==> src/core/drm_defines.svh <==
// constants for the descriptor ring manager
`ifndef DRM_DEFINES_SVH
`define DRM_DEFINES_SVH
`define DRM_DESC_STRIDE 32'h0000_0010
`define DRM_DESC_ADDR_OFS 32'h0000_0000
`define DRM_DESC_STAT_OFS 32'h0000_0004
`define DRM_DESC_MISC_OFS 32'h0000_0008
`define DRM_INIT_LEN_OFS 32'h0000_0000
`define DRM_INIT_WORD_STEP 32'h0000_0004
`define DRM_OWN_BIT 31
`define DRM_TX_CODE_LSB 24
`define DRM_RX_CODE_LSB 28
`define DRM_CODE_MAX 4'h9
`define DRM_RING_MAX 10'h200
`define DRM_INIT_WORDS 2'h2
`define DRM_RST_WORD 32'h0000_0000
`define DRM_RST_IDX 9'h000
`define DRM_RST_CODE 4'h0
`endif

==> src/core/drm_pkg.sv <==
// types for the descriptor ring manager
package drm_pkg;
  typedef enum logic [2:0] {
    DRM_IDLE = 3'b000,
    DRM_INIT = 3'b001,
    DRM_FSTAT = 3'b010,
    DRM_FADDR = 3'b011,
    DRM_WBACK = 3'b100
  } drm_st_t;

  typedef enum logic {
    DRM_OP_FETCH = 1'b0,
    DRM_OP_RELEASE = 1'b1
  } drm_op_t;

  typedef struct packed {
    drm_op_t op;
    logic ring;
    logic [14:0] status;
    logic [15:0] bcnt;
  } drm_cmd_t;

  typedef struct packed {
    logic owned;
    logic [31:0] buf_addr;
    logic [14:0] status;
    logic [15:0] bcnt;
  } drm_rsp_t;

  typedef struct packed {
    drm_st_t st;
    logic [1:0] wcnt;
    logic ring;
    logic [1:0][31:0] base;
    logic [1:0][3:0] code;
    logic [1:0][8:0] idx;
    logic [1:0] held;
    logic initialized;
    logic cmd_ready;
    logic init_done;
    logic rsp_valid;
    drm_rsp_t rsp;
    logic mem_req;
    logic mem_we;
    logic [31:0] mem_addr;
    logic [31:0] mem_wdata;
  } drm_state_t;
endpackage : drm_pkg

==> src/core/drm_ring_manager.sv <==
// descriptor ring walker and bus master for transmit and receive rings
`timescale 1ns/1ps
`include "drm_defines.svh"

// Contract
// - A descriptor occupies three 32-bit words, twelve bytes, in both rings.
// - Descriptor slots sit 16 bytes apart so pointer bits 3..0 are zero.
// - Initialization reads both ring bases and both entry counts.
// - A ring holds at most 512 entries; its count is a power of two from 1 to 512.
// - Each entry yields a buffer address, a byte count and status bits.
// - One owner bit per descriptor gives it to the device or to the host.
// - Only the holder of a descriptor writes it or hands it over.
// - Ready low ends a bus cycle; if not high again, the next has no waits.
// - A 4-bit code gives a power-of-two count; codes above 9 mean 512.
// - Every initialization returns both descriptor pointers to their bases.
module drm_ring_manager (
  input wire logic clk, // 20 MHz bus clock
  input wire logic rst_n, // async reset, active low
  input wire logic init_start, // pulse: read init block
  input wire logic [31:0] init_block_addr, // init block address
  input wire logic cmd_valid, // engine request
  input wire drm_pkg::drm_cmd_t cmd, // engine request fields
  output logic cmd_ready, // request can be taken
  output logic rsp_valid, // pulse: request finished
  output drm_pkg::drm_rsp_t rsp, // descriptor contents
  output logic init_done, // pulse: init block read
  output logic [3:0] tx_ring_length_code, // code as written
  output logic [3:0] rx_ring_length_code, // code as written
  output logic mem_req, // bus cycle in progress
  output logic mem_we, // bus cycle is a write
  output logic [31:0] mem_addr, // bus byte address
  output logic [31:0] mem_wdata, // bus write data
  input wire logic [31:0] mem_rdata, // bus read data
  input wire logic bus_ready_low // active low cycle end
);
  drm_pkg::drm_state_t s;
  drm_pkg::drm_state_t next_s;
  logic bus_done;

  function automatic logic [9:0] ring_count(input logic [3:0] code);
    if (code > `DRM_CODE_MAX)
      ring_count = `DRM_RING_MAX;
    else
      ring_count = 10'(10'h001 << code);
  endfunction : ring_count

  function automatic logic [31:0] slot_addr(input logic [31:0] base,
                                            input logic [8:0] idx);
    slot_addr = base + {19'h0_0000, idx, 4'h0};
  endfunction : slot_addr

  assign bus_done = s.mem_req && !bus_ready_low;

  always_comb
  begin
    next_s = s;
    next_s.init_done = 1'b0;
    next_s.rsp_valid = 1'b0;
    if (bus_done)
      next_s.mem_req = 1'b0; // idle cycle lets ready return high
    else if (s.st != drm_pkg::DRM_IDLE)
      next_s.mem_req = 1'b1;
    unique case (s.st)
      drm_pkg::DRM_IDLE:
      begin
        next_s.mem_we = 1'b0;
        if (init_start)
        begin
          next_s.st = drm_pkg::DRM_INIT;
          next_s.wcnt = 2'h0;
          next_s.initialized = 1'b0;
          next_s.mem_addr = init_block_addr + `DRM_INIT_LEN_OFS;
        end
        else if (cmd_valid && s.cmd_ready)
        begin
          next_s.ring = cmd.ring;
          next_s.rsp.status = cmd.status;
          next_s.rsp.bcnt = cmd.bcnt;
          next_s.mem_addr = slot_addr(s.base[cmd.ring], s.idx[cmd.ring])
                            + `DRM_DESC_STAT_OFS;
          if (cmd.op == drm_pkg::DRM_OP_FETCH)
            next_s.st = drm_pkg::DRM_FSTAT;
          else if (s.held[cmd.ring])
          begin
            next_s.st = drm_pkg::DRM_WBACK;
            next_s.mem_we = 1'b1;
            next_s.mem_wdata = {1'b0, cmd.status, cmd.bcnt};
          end
          else
          begin
            next_s.rsp_valid = 1'b1; // not held: nothing written
            next_s.rsp.owned = 1'b0;
          end
        end
      end
      drm_pkg::DRM_INIT:
        if (bus_done)
        begin
          next_s.wcnt = 2'(s.wcnt + 2'h1);
          next_s.mem_addr = s.mem_addr + `DRM_INIT_WORD_STEP;
          unique case (s.wcnt)
            2'h0:
            begin
              next_s.code[0] = mem_rdata[`DRM_TX_CODE_LSB +: 4];
              next_s.code[1] = mem_rdata[`DRM_RX_CODE_LSB +: 4];
            end
            2'h1:
              next_s.base[0] = {mem_rdata[31:4], 4'h0};
            default:
              next_s.base[1] = {mem_rdata[31:4], 4'h0};
          endcase
          if (s.wcnt == `DRM_INIT_WORDS)
          begin
            next_s.st = drm_pkg::DRM_IDLE;
            next_s.idx = {`DRM_RST_IDX, `DRM_RST_IDX};
            next_s.held = 2'b00;
            next_s.initialized = 1'b1;
            next_s.init_done = 1'b1;
          end
        end
      drm_pkg::DRM_FSTAT:
        if (bus_done)
        begin
          next_s.rsp.status = mem_rdata[30:16];
          next_s.rsp.bcnt = mem_rdata[15:0];
          if (mem_rdata[`DRM_OWN_BIT])
          begin
            next_s.st = drm_pkg::DRM_FADDR;
            next_s.mem_addr = s.mem_addr - `DRM_DESC_STAT_OFS
                              + `DRM_DESC_ADDR_OFS;
          end
          else
          begin
            next_s.st = drm_pkg::DRM_IDLE; // host owns it, pointer kept
            next_s.rsp.owned = 1'b0;
            next_s.rsp_valid = 1'b1;
          end
        end
      drm_pkg::DRM_FADDR:
        if (bus_done)
        begin
          next_s.st = drm_pkg::DRM_IDLE;
          next_s.rsp.buf_addr = mem_rdata;
          next_s.rsp.owned = 1'b1;
          next_s.rsp_valid = 1'b1;
          next_s.held[s.ring] = 1'b1;
        end
      drm_pkg::DRM_WBACK:
        if (bus_done)
        begin
          next_s.st = drm_pkg::DRM_IDLE;
          next_s.mem_we = 1'b0;
          next_s.held[s.ring] = 1'b0;
          next_s.rsp.owned = 1'b0;
          next_s.rsp_valid = 1'b1;
          if ({1'b0, s.idx[s.ring]} ==
              10'(ring_count(s.code[s.ring]) - 10'h001))
            next_s.idx[s.ring] = `DRM_RST_IDX;
          else
            next_s.idx[s.ring] = 9'(s.idx[s.ring] + 9'h001);
        end
      default:
        next_s.st = drm_pkg::DRM_IDLE;
    endcase
    next_s.cmd_ready = (next_s.st == drm_pkg::DRM_IDLE) && next_s.initialized
                       && !next_s.rsp_valid;
  end

  always_ff @(posedge clk or negedge rst_n)
  begin
    if (!rst_n)
      s <= '0;
    else
      s <= next_s;
  end

  assign cmd_ready = s.cmd_ready;
  assign rsp_valid = s.rsp_valid;
  assign rsp = s.rsp;
  assign init_done = s.init_done;
  assign tx_ring_length_code = s.code[0];
  assign rx_ring_length_code = s.code[1];
  assign mem_req = s.mem_req;
  assign mem_we = s.mem_we;
  assign mem_addr = s.mem_addr;
  assign mem_wdata = s.mem_wdata;

  // checks
  logic [31:0] hold_ptr;
  assign hold_ptr = slot_addr(s.base[s.ring], s.idx[s.ring]);

  property p_word_in_slot;
    @(posedge clk) disable iff (!rst_n)
    s.mem_req && s.st != drm_pkg::DRM_INIT |->
      s.mem_addr[1:0] == 2'b00 && s.mem_addr[3:0] <= 4'h8;
  endproperty
  a_word_in_slot: assert property (p_word_in_slot)
    else $error("descriptor access outside its 12 bytes");

  property p_stat_addr;
    @(posedge clk) disable iff (!rst_n)
    s.st == drm_pkg::DRM_FSTAT |->
      s.mem_addr == hold_ptr + `DRM_DESC_STAT_OFS;
  endproperty
  a_stat_addr: assert property (p_stat_addr)
    else $error("status fetch not at slot plus four");

  property p_init_ptrs;
    @(posedge clk) disable iff (!rst_n)
    s.init_done |-> s.idx[0] == `DRM_RST_IDX && s.idx[1] == `DRM_RST_IDX
      && s.held == 2'b00;
  endproperty
  a_init_ptrs: assert property (p_init_ptrs)
    else $error("pointers not at base after init");

  property p_idx_range;
    @(posedge clk) disable iff (!rst_n)
    s.initialized |-> {1'b0, s.idx[0]} < ring_count(s.code[0])
      && {1'b0, s.idx[1]} < ring_count(s.code[1]);
  endproperty
  a_idx_range: assert property (p_idx_range)
    else $error("ring index beyond ring length");

  property p_host_owned_keeps;
    @(posedge clk) disable iff (!rst_n)
    s.rsp_valid && !s.rsp.owned && !s.init_done |->
      s.idx == $past(s.idx) || $past(s.st) == drm_pkg::DRM_WBACK;
  endproperty
  a_host_owned_keeps: assert property (p_host_owned_keeps)
    else $error("pointer moved on a host-owned entry");

  property p_write_only_held;
    @(posedge clk) disable iff (!rst_n)
    s.mem_req && s.mem_we |-> s.held[s.ring] && s.st == drm_pkg::DRM_WBACK;
  endproperty
  a_write_only_held: assert property (p_write_only_held)
    else $error("write to a descriptor the device does not hold");

  property p_ready_ends;
    @(posedge clk) disable iff (!rst_n)
    s.mem_req && !bus_ready_low |=> !s.mem_req ##1 (s.mem_req || s.st ==
      drm_pkg::DRM_IDLE);
  endproperty
  a_ready_ends: assert property (p_ready_ends)
    else $error("bus cycle not ended on ready");

  property p_handback;
    @(posedge clk) disable iff (!rst_n)
    s.mem_req && s.mem_we |-> !s.mem_wdata[31];
  endproperty
  a_handback: assert property (p_handback)
    else $error("write-back leaves owner bit with device");

  property p_wrap;
    @(posedge clk) disable iff (!rst_n)
    s.st == drm_pkg::DRM_WBACK && bus_done && !s.ring &&
      {1'b0, s.idx[0]} == 10'(ring_count(s.code[0]) - 10'h001)
      |=> s.idx[0] == 9'h000;
  endproperty
  a_wrap: assert property (p_wrap)
    else $error("transmit pointer did not wrap");

  c_init: cover property (@(posedge clk) disable iff (!rst_n) s.init_done);
  c_owned: cover property (@(posedge clk) disable iff (!rst_n)
    s.rsp_valid && s.rsp.owned);
  c_host: cover property (@(posedge clk) disable iff (!rst_n)
    $past(s.st) == drm_pkg::DRM_FSTAT && s.rsp_valid && !s.rsp.owned);
  c_wrap: cover property (@(posedge clk) disable iff (!rst_n)
    $past(s.st) == drm_pkg::DRM_WBACK && s.idx[0] == 9'h000 &&
    $past(s.idx[0]) != 9'h000);
endmodule : drm_ring_manager

==> config.mk <==
export PLATFORM = sky130hd
export DESIGN_NAME = drm_ring_manager
export DESIGN_NICKNAME = d
export VERILOG_FILES = /design/src/core/drm_pkg.sv /design/src/core/drm_ring_manager.sv
export VERILOG_INCLUDE_DIRS = /design/src /design/src/core
export SDC_FILE = /design/constraint.sdc
export NUM_CORES = 1
export LEC_CHECK = 0
export BUFFER_PORTS_ARGS = -buffer_cell sky130_fd_sc_hd__buf_2
export CAP_MARGIN = 20
export CELL_PAD_IN_SITES_DETAIL_PLACEMENT = 0
export CELL_PAD_IN_SITES_GLOBAL_PLACEMENT = 1
export CORE_ASPECT_RATIO = 0.7
export CORE_MARGIN = 2
export CORE_UTILIZATION = 35
export CTS_CLUSTER_SIZE = 8
export DETAILED_ROUTE_END_ITERATION = 12
export GPL_TIMING_DRIVEN = 0
export PLACE_DENSITY = 0.74
export SETUP_SLACK_MARGIN = 0.3
export SYNTH_ARGS = -nofsm -noshare
export SYNTH_HDL_FRONTEND = slang
export SYNTH_SLANG_ARGS = --single-unit
==> constraint.sdc <==
create_clock -name clk -period 4.1 [get_ports clk]
set_input_delay 0.205 -clock clk [delete_from_list [all_inputs] [get_ports clk]]
set_output_delay 0.205 -clock clk [all_outputs]
set_load 0.005 [all_outputs]
After elaboration in Yosys (flattened, before gate mapping)
Cells that the tools add are included.
{"block": "word_totals", "out_inout_bits": 141, "elab_cells": 165, "ff_bits": 223}
{"block": "op_classes", "n_reduce_logical": 34, "n_bitwise": 7, "mux": 70, "order_cmp": 4, "n_eq_ne": 20, "add_sub_neg": 7, "shift": 1}
{"cell": "2-to-1 mux 32 bit", "n": 6}
{"cell": "2-to-1 mux 31 bit", "n": 5}
{"cell": "case mux 32 bit (3 select lines)", "n": 1}
{"cell": "2-to-1 mux 65 bit", "n": 1}
{"cell": "adder 32 x 3 -> 32 bit, second input constant", "n": 2}
{"cell": "case mux 31 bit (2 select lines)", "n": 1}
{"cell": "2-to-1 mux 9 bit", "n": 5}
{"cell": "2-to-1 mux 21 bit", "n": 2}
{"cell": "case mux 18 bit (2 select lines)", "n": 1}
{"cell": "2-to-1 mux 34 bit", "n": 1}
{"cell": "adder 32 x 13 -> 32 bit", "n": 1}
{"cell": "subtractor 32 x 3 -> 32 bit, second input constant", "n": 1}
{"cell": "2-to-1 mux 10 bit", "n": 3}
{"cell": "inequality test 2 bit, second input constant", "n": 12}
{"cell": "2-to-1 mux 3 bit", "n": 7}
{"cell": "2-to-1 mux 2 bit", "n": 10}
{"cell": "2-to-1 mux 20 bit", "n": 1}
{"cell": "AND 18 bit", "n": 1}
{"cell": "bitwise mux 18 bit", "n": 1}
{"cell": "2-to-1 mux 18 bit", "n": 1}
{"cell": "NOT 18 bit", "n": 1}
{"cell": "AND reduction 3 bit", "n": 5}
{"cell": "AND reduction 5 bit", "n": 3}
{"cell": "2-to-1 mux 1 bit", "n": 13}
{"cell": "38 further kinds", "n": 58}

Logic depth before layout (Yosys ltp)
Gate-level depths: netlist of run 1.
{"block": "logic_depth", "depth_word": 11, "depth_mapped": 17, "mapped_depth_nobuf": 13}

Worst setup path after synthesis of run 1
OpenSTA, ideal clock, no wires.
{"block": "synth_timing", "kind": "reg2reg", "start": "reg s[230] in the netlist's numbering", "end": "reg s, in the netlist mem_addr[31]", "setup_slack_ns": -0.008, "setup_time_ns": 0.094, "required_time_ns": 4.006, "path_stages_with_launch": 15, "arrival_ns": 4.014, "path_cell_list": "dfrtp_1 -> clkbuf_1 -> nand2_1 -> clkinv_1 -> clkbuf_1 -> ha_1 -> a21o_1 -> or3_1 -> o21a_1 -> o211ai_1 -> a21oi_1 -> o2111ai_1 -> mux2i_1 -> a21oi_1 -> a211oi_1"}
{"block": "synth_via", "elab_chain_len": 3, "elab_cells_between_ends": 10, "cone_classes": "eq/ne: 6; mux: 1; reduce/logical: 3"}
{"item": "from (decl)", "line": "drm_ring_manager.sv:36", "text": "drm_pkg::drm_state_t s;"}
{"item": "from (signal assigned)", "line": "drm_ring_manager.sv:174", "text": "s <= next_s;"}
{"item": "== test 3 x 2 -> 1 bit, or another cell as far along", "line": "drm_ring_manager.sv:63", "text": "unique case (s.st)"}
{"item": "inequality test 2 bit (no source line), or another cell as far along"}
{"item": "AND reduction 5 bit (no source line)"}
Parallel ways exist; a longest one is shown, timed or not.
A chain may end at the register's enable or synchronous reset.

Worst setup path after layout of run 1
{"block": "layout_timing", "start": "reg s[231] in the netlist's numbering", "end": "reg s, in the netlist mem_addr[31]"}
Same word-level chain as after synthesis.

==> flow_metrics.tcl, run 1 <==
set metrics [dict create \
    peakVddDrop_uv 415 \
    finalWorstSetupSlack_ns 0.430 \
    synthTopCellsByCount "dfrtp_1, nand2_1, mux2_2" \
    critical_path_arrival_ns 4.11 \
    yosysWarnings 0 \
    end_kind "flop" \
    highest_layer "met4" \
    cts_buffers 34 \
    crit_path_max_fanout 19 \
    setup_tns_ns 0 \
    slew-limit-headroom_pct 29.1 \
    fill_cells 3738 \
    path_cells "buf_2 -> nor2_1 -> nand2_2 -> clkinv_4 -> clkbuf_16 -> ha_2 -> a21o_1 -> or3_1 -> o21a_1 -> o211ai_1 -> buf_4 -> a21oi_2 -> o2111ai_2 -> mux2i_1 -> a21oi_1 -> a211oi_1" \
    hpwl_um 32000 \
    grt_max_degree 100 \
    synth_top_flop_cell "dfrtp_1" \
    timing.critical_path.buf_inv 4 \
    drt_pass1_iterations 5 \
    place.gp.congestion 0.911 \
    fp.dieH_um 169 \
    max_stage_delay_ns 0.39 \
    syn_nets 1517 \
    pin_count 243 \
    netlist.area_leader.share_pct 41.2 \
    finalHoldViolations 0 \
    wire_per_inst_um 19.4 \
    place_ws_ns -1.01 \
    grtUsageTotal_pct 20.9 \
    required_ns 4.54 \
    root_buffer "clkbuf_16" \
    drive_gt1_share_pct 37.1 \
    syn_avg_cell_area_um2 9.89 \
    grt_pass1_wl_um 65300 \
    clock-sinks 223 \
    clockBufferDepth 3 \
    placed_area_um2 15400 \
    min_period_ns 3.67 \
    num_rows 60 \
    vias 11500 \
    grt_pass1_vias 11300 \
    final_util_pct 44.7 \
    h-tree-depth 2 \
    p_per_area_nw_per_um2 614 \
    ant_nets 0 \
    wl_met3_um 2630 \
    finalWirelength_um 42800 \
    critical-path-slowest-cell "dfrtp_1" \
    grt.overflow.total 0 \
    netlist_area_um2 13600 \
    yosysTopAreaCell "dfrtp_1" \
    antenna_found_initial 3 \
    die_x_um 239 \
    path_clk_slew_ns 0.05 \
    p_leak_nw 8.51 \
    period_share_pct 89.5 \
    drt-met1-wl_um 20300 \
    ys_top_cells_by_area "dfrtp_1, mux2_2, buf_4" \
    drc 0 \
    max_freq_ghz 0.272 \
    async_flop_share_pct 100 \
    critPathTopFamily "compound AO/OA/AOI/OAI gates" \
    syn2layout_area_growth_pct 26.1 \
    setup_violations 0 \
    core_region_area_um2 38300 \
    maxSlewViolCount 0 \
    cts_tree "done" \
    yosysSeqAreaShare_pct 41.2 \
    yosysMostFrequentCell "dfrtp_1" \
    final_nets 1854 \
    portBuffers 240 \
    synth_cells 1371 \
    met2WireLength_um 18900 \
    rsz0062_at_grt "true" \
    setup.worst_path.start_class "flop" \
    skew_ns 0.0237 \
    drt_iter0_markers 828 \
    clock_latency_ns 0.52 \
    synth-edff-count 0 \
    tightest_slew_ns 1.06 \
    final_area_um2 17100 \
    min_path_type "in -> reg" \
    cap_violations 0 \
    synth-seq-cells 223 \
    die_area_um2 40400 \
    criticalPathCategory "reg -> reg" \
    synth_cell_types 82 \
    initial_core_util_pct 35.4 \
    status "finished, final reports clean" \
    vias_per_cell 5.20 \
]
-- power breakdown --
group	switching (W)	internal [W]	total [W]	leakage, nW
Sequential	0.000540	0.00296	0.00350	2.89
Clock	0.00102	0.00148	0.00250	0.443
Combinational	0.00222	0.00226	0.00449	5.17
Total	0.00378	0.00671	0.0105	8.51
-- final timing paths --
| path | slack (ns) | depth (start not counted) | startpoint | endpoint |
|---|---|---|---|---|
| hold reg to reg | 0.48 | 2 | s[135] | s[135] |
| min in group asynchronous | 0.15 | 2 | rst_n | mem_addr[25] |
| setup reg to reg | 0.43 | 16 | s[231] | mem_addr[31] |
| max in group asynchronous | 3.10 | 3 | rst_n | rsp[63] |
| hold / removal | 0.01 | 3 | mem_rdata[20] | rsp[20] |
| setup / recovery | 0.43 | 16 | s[231] | mem_addr[31] |
-- sequential cells by signal, summed over array words and instances, names as in the netlist --
register,count
s,83
rsp,64
mem_addr,32
mem_wdata,31
rx_ring_length_code,4
tx_ring_length_code,4
cmd_ready,1
init_done,1
mem_req,1
mem_we,1
rsp_valid,1
-- kinds of logic after synthesis --
logic type,count (synthesis),share of synthesized area (%)
simple gates,363,12.3
other cells,1,0.0277
flops,223,41.2
compound gates,291,14.2
fa+ha+maj,44,4.17
xor+xnor,53,3.42
buf+inv,215,9.93
mux,181,14.8
-- what timing repair did --
item                                    4_1_cts  5_1_grt
cloned                                        0        1
hold buffers                                 55        0
pin swaps                                     1        4
endpoints found under the setup margin       27       26
resized for setup                            27       21
buffers inserted                              1        2
hold endpoints to repair                    211        0
-- tightest hold or removal path, stage by stage --
cell and delay, ns:
buf_2 0.14, nand2_1 0.06, a31oi_1 0.07
-- through the flow --
| stage | total power, W | cells | hold WS [ns] |
|---|---|---|---|
| 6_report | 0.0105 | 2210 | 0.0126 |
| 5_1_grt | 0.0112 | 2210 | 0.00956 |
| 4_1_cts | 0.0106 | 2206 | 0.000774 |
| 3_5_place_dp | 0.00793 | 2109 | 0.0953 |
| 3_3_place_gp | 0.00783 | 2107 | 0.441 |
| 2_1_floorplan | 0.00644 | 1371 | -0.0906 |
-- layout make-up --
cell class	count	area (um2)	share of cell area (%)
Multi-Input combinational cell	933	6730	39.4
Sequential cell	223	5580	32.6
Timing Repair Buffer	301	1850	10.8
Buffer	196	1330	7.79
Clock buffer	37	862	5.04
Tap cell	496	621	3.63
Inverter	19	76.3	0.446
Clock inverter	4	42.5	0.249
Antenna cell	1	2.50	0.0146
-- per-layer routing --
| metal | global-route usage [%] | up-vias |
|---|---|---|
| met5 | 0 | - |
| met1 | 30.1 | 5651 |
| met2 | 32.0 | 342 |
| li1 | - | 5444 |
| met3 | 4.14 | 61 |
| met4 | 5.46 | 0 |
-- placed cells by master, fill, tap and decap left out, drive strengths merged, types with 29 or more instances in the layout --
cell,instances
buf,395
dfrtp,223
nand2,161
mux2,157
nor2,85
clkbuf,84
o21ai,79
a21oi,56
dlygate4sd3,55
a31oi,43
ha,42
xnor2,29
(Power assumes the default switching activity.)
==> inputs of run 2 (changes only) <==
--- a/config.mk
+++ b/config.mk
@@ -6,17 +6,18 @@
 export SDC_FILE = /design/constraint.sdc
 export NUM_CORES = 1
 export LEC_CHECK = 0
+export ABC_AREA = 1
 export BUFFER_PORTS_ARGS = -buffer_cell sky130_fd_sc_hd__buf_2
 export CAP_MARGIN = 20
 export CELL_PAD_IN_SITES_DETAIL_PLACEMENT = 0
 export CELL_PAD_IN_SITES_GLOBAL_PLACEMENT = 1
-export CORE_ASPECT_RATIO = 0.7
+export CORE_ASPECT_RATIO = 1.4
 export CORE_MARGIN = 2
 export CORE_UTILIZATION = 35
 export CTS_CLUSTER_SIZE = 8
 export DETAILED_ROUTE_END_ITERATION = 12
 export GPL_TIMING_DRIVEN = 0
-export PLACE_DENSITY = 0.74
+export PLACE_DENSITY = 0.77
 export SETUP_SLACK_MARGIN = 0.3
 export SYNTH_ARGS = -nofsm -noshare
 export SYNTH_HDL_FRONTEND = slang
==> run 2 against run 1 <==
  * Register-to-register slack improved by 0.17 ns
  * Count of clock-buffer cells in the layout fell by 5
  * Via count rose by 20%
  * Fmax rose by 4.9%
  * Clock skew fell by 0.0081 ns
  * Routed wire length rose by 14%
  * First-iteration DRC count rose by 6.8%
  * Worst hold slack improved by 0.026 ns
  * Critical path depth rose by 1
  * Sequential share of layout area fell by 1.3 points
  * Power rose by 5.4%
  * Critical endpoint is now mem_addr[19]
==> flow_metrics.tcl, run 2 <==
set metrics [dict create \
    grtUsageTotal_pct 22.6 \
    vias 13800 \
    cpMostUsedCell "nand2_1" \
    fp.dieH_um 244 \
    whs_path_depth 5 \
    synthTopCellsByCount "nand2_1, dfrtp_1, o21ai_0" \
    peakVddDrop_uv 372 \
    place.gp.congestion 0.924 \
    drt_iter0_markers 884 \
    path_depth 17 \
    finalWirelength_um 48900 \
    drive_gt1_share_pct 22.6 \
    critical-path-slowest-cell "dfrtp_1" \
    synth_cell_types 51 \
    yosysWarnings 0 \
    synth_cells 1931 \
    setup_tns_ns 0 \
    cts_buffers 31 \
    ys_top_cells_by_area "dfrtp_1, nand2_1, buf_4" \
    finalPower_w 0.0111 \
    max_freq_ghz 0.286 \
    critical_path_arrival_ns 4.00 \
    drt_pass1_iterations 7 \
    grt_pass1_wl_um 75800 \
    die_x_um 175 \
    finalHoldViolations 0 \
    synth-seq-cells 223 \
    final_common_cell "nand2_1" \
    fin_cells 2812 \
    criticalPathCategory "reg -> reg" \
    clock-sinks 223 \
    largest_register_ffs 83 \
    ff2ff_path_depth 17 \
    pin_count 243 \
    setup_violations 0 \
    synth-edff-count 0 \
    timing.critical_path.buf_inv 4 \
    yosysSeqAreaShare_pct 38.8 \
    grt.overflow.total 0 \
    skew_ns 0.0156 \
    yosysTopAreaCell "dfrtp_1" \
    path_clk_slew_ns 0.05 \
    netlist_area_um2 14400 \
    multiInputGateArea_um2 6820 \
    required_ns 4.60 \
    status "finished, final reports clean" \
    initial_core_util_pct 35.6 \
    die_area_um2 42700 \
    cts_tree "done" \
    cap_violations 0 \
    p_leak_nw 9.23 \
    h-tree-depth 1 \
    syn2layout_area_growth_pct 24.1 \
    netlist.area_leader.share_pct 38.8 \
    max_stage_delay_ns 0.39 \
    hpwl_um 38000 \
    setup.worst_path.start_class "flop" \
    num_rows 87 \
    portBuffers 240 \
    clock_latency_ns 0.57 \
    async_flop_share_pct 100 \
    final_cell_mix "nand2_1, buf_2, dfrtp_1, o21ai_0, inv_1" \
    seq_area_um2 5580 \
    clockBufferDepth 3 \
    crit_path_max_fanout 28 \
    syn_avg_cell_area_um2 7.44 \
    grt_max_degree 114 \
    fill_cells 4127 \
    grt_pass1_vias 13800 \
    drc 0 \
    maxSlewViolCount 0 \
    antenna_found_initial 0 \
    finalWorstSetupSlack_ns 0.600 \
    largest-register "s" \
    slew-limit-headroom_pct 46.8 \
    period_share_pct 85.4 \
    antennaDiodeCount 0 \
    dpl.cell_count 2708 \
    yosysMostFrequentCell "nand2_1" \
    syn_nets 2077 \
    end_kind "flop" \
    core_region_area_um2 40400 \
    p_per_area_nw_per_um2 620 \
    min_path_type "in -> reg" \
    root_buffer "clkbuf_16" \
    vias_per_cell 4.92 \
    path_cells "inv_1 -> nand2_1 -> nor2_4 -> buf_4 -> clkbuf_2 -> buf_12 -> ha_1 -> a21oi_1 -> nand2_1 -> nand3_1 -> nand2_1 -> a21oi_1 -> o21bai_1 -> or2_2 -> nand3_1 -> nand3_1 -> nand2_1" \
    ant_nets 0 \
    rsz0062_at_grt "false" \
    min_period_ns 3.50 \
    final_nets 2424 \
    critPathTopFamily "simple AND/OR/NAND/NOR gates" \
    tightest_slew_ns 0.797 \
    wire_per_inst_um 17.4 \
    place_ws_ns -0.335 \
    synth_top_flop_cell "dfrtp_1" \
]
run 2: path summary, 6_finish.rpt:
path | startpoint | end | slack [ns]
min | init_block_addr[31] | mem_addr[31] | 0.04
max reg2reg | s[231] | mem_addr[19] | 0.60
min in group asynchronous | rst_n | mem_addr[22] | 0.24
max in group asynchronous | rst_n | rsp[62] | 2.86
max | s[231] | mem_addr[19] | 0.60
min reg2reg | s[202] | s[202] | 0.48
run 2: metal layers:
layer,global-route usage [%],vias up,wire length (um)
li1,-,6864,-
met1,26.5,6452,19700
met2,40.6,414,24600
met3,3.31,101,2500
met4,9.71,0,2130
met5,0,-,0
run 2: power breakdown:
group	total, W	internal (W)	switching, W
clock	0.00225	0.00131	0.000941
combinational	0.00529	0.00223	0.00306
sequential	0.00352	0.00300	0.000519
total	0.0111	0.00654	0.00452
run 2: through the flow:
stage	util (%)	cell area (um2)	hold slack, ns
CTS	44.1	17800	0.0120
finish	44.1	17800	0.0389
global placement	40.2	16200	0.456
global route	44.1	17800	0.0657
detailed placement	40.4	16300	0.268
floorplan	-	14400	-0.0906
run 2: what timing repair did:
item,CTS,global route
hold buffers,68,0
gates resized for setup,4,3
buffers inserted,3,0
endpoints found under the setup margin,12,3
hold endpoints to repair,241,0
pin swaps,1,0
run 2: cell families after synthesis:
kind of cell,Yosys count,synth area share (%)
adders and majority gates,44,3.94
other,1,0.0261
xor gates and xnor gates,17,1.04
muxes,46,3.60
buffers and inverters,375,13.7
AOI/OAI and AO/OA,373,14.2
and+or+nand+nor,852,24.7
DFF,223,38.8
run 2: final cells by class:
type	count	share of cell area, %
buffer	204	7.47
clock buffer	32	4.37
clock inverter	1	0.0491
inverter	171	3.62
multi-input combinational	1333	38.3
sequential	223	31.3
tap	534	3.75
timing repair buffer	314	11.2
run 2: worst register-to-register path, stage by stage, from the launching register on:
cell and delay, ns:
dfrtp_1 0.39, inv_1 0.07, nand2_1 0.12, nor2_4 0.20, buf_4 0.15, clkbuf_2 0.34, buf_12 0.24, ha_1 0.31
a21oi_1 0.16, nand2_1 0.17, nand3_1 0.11, nand2_1 0.14, a21oi_1 0.36, o21bai_1 0.15, or2_2 0.29, nand3_1 0.07
nand3_1 0.11, nand2_1 0.08
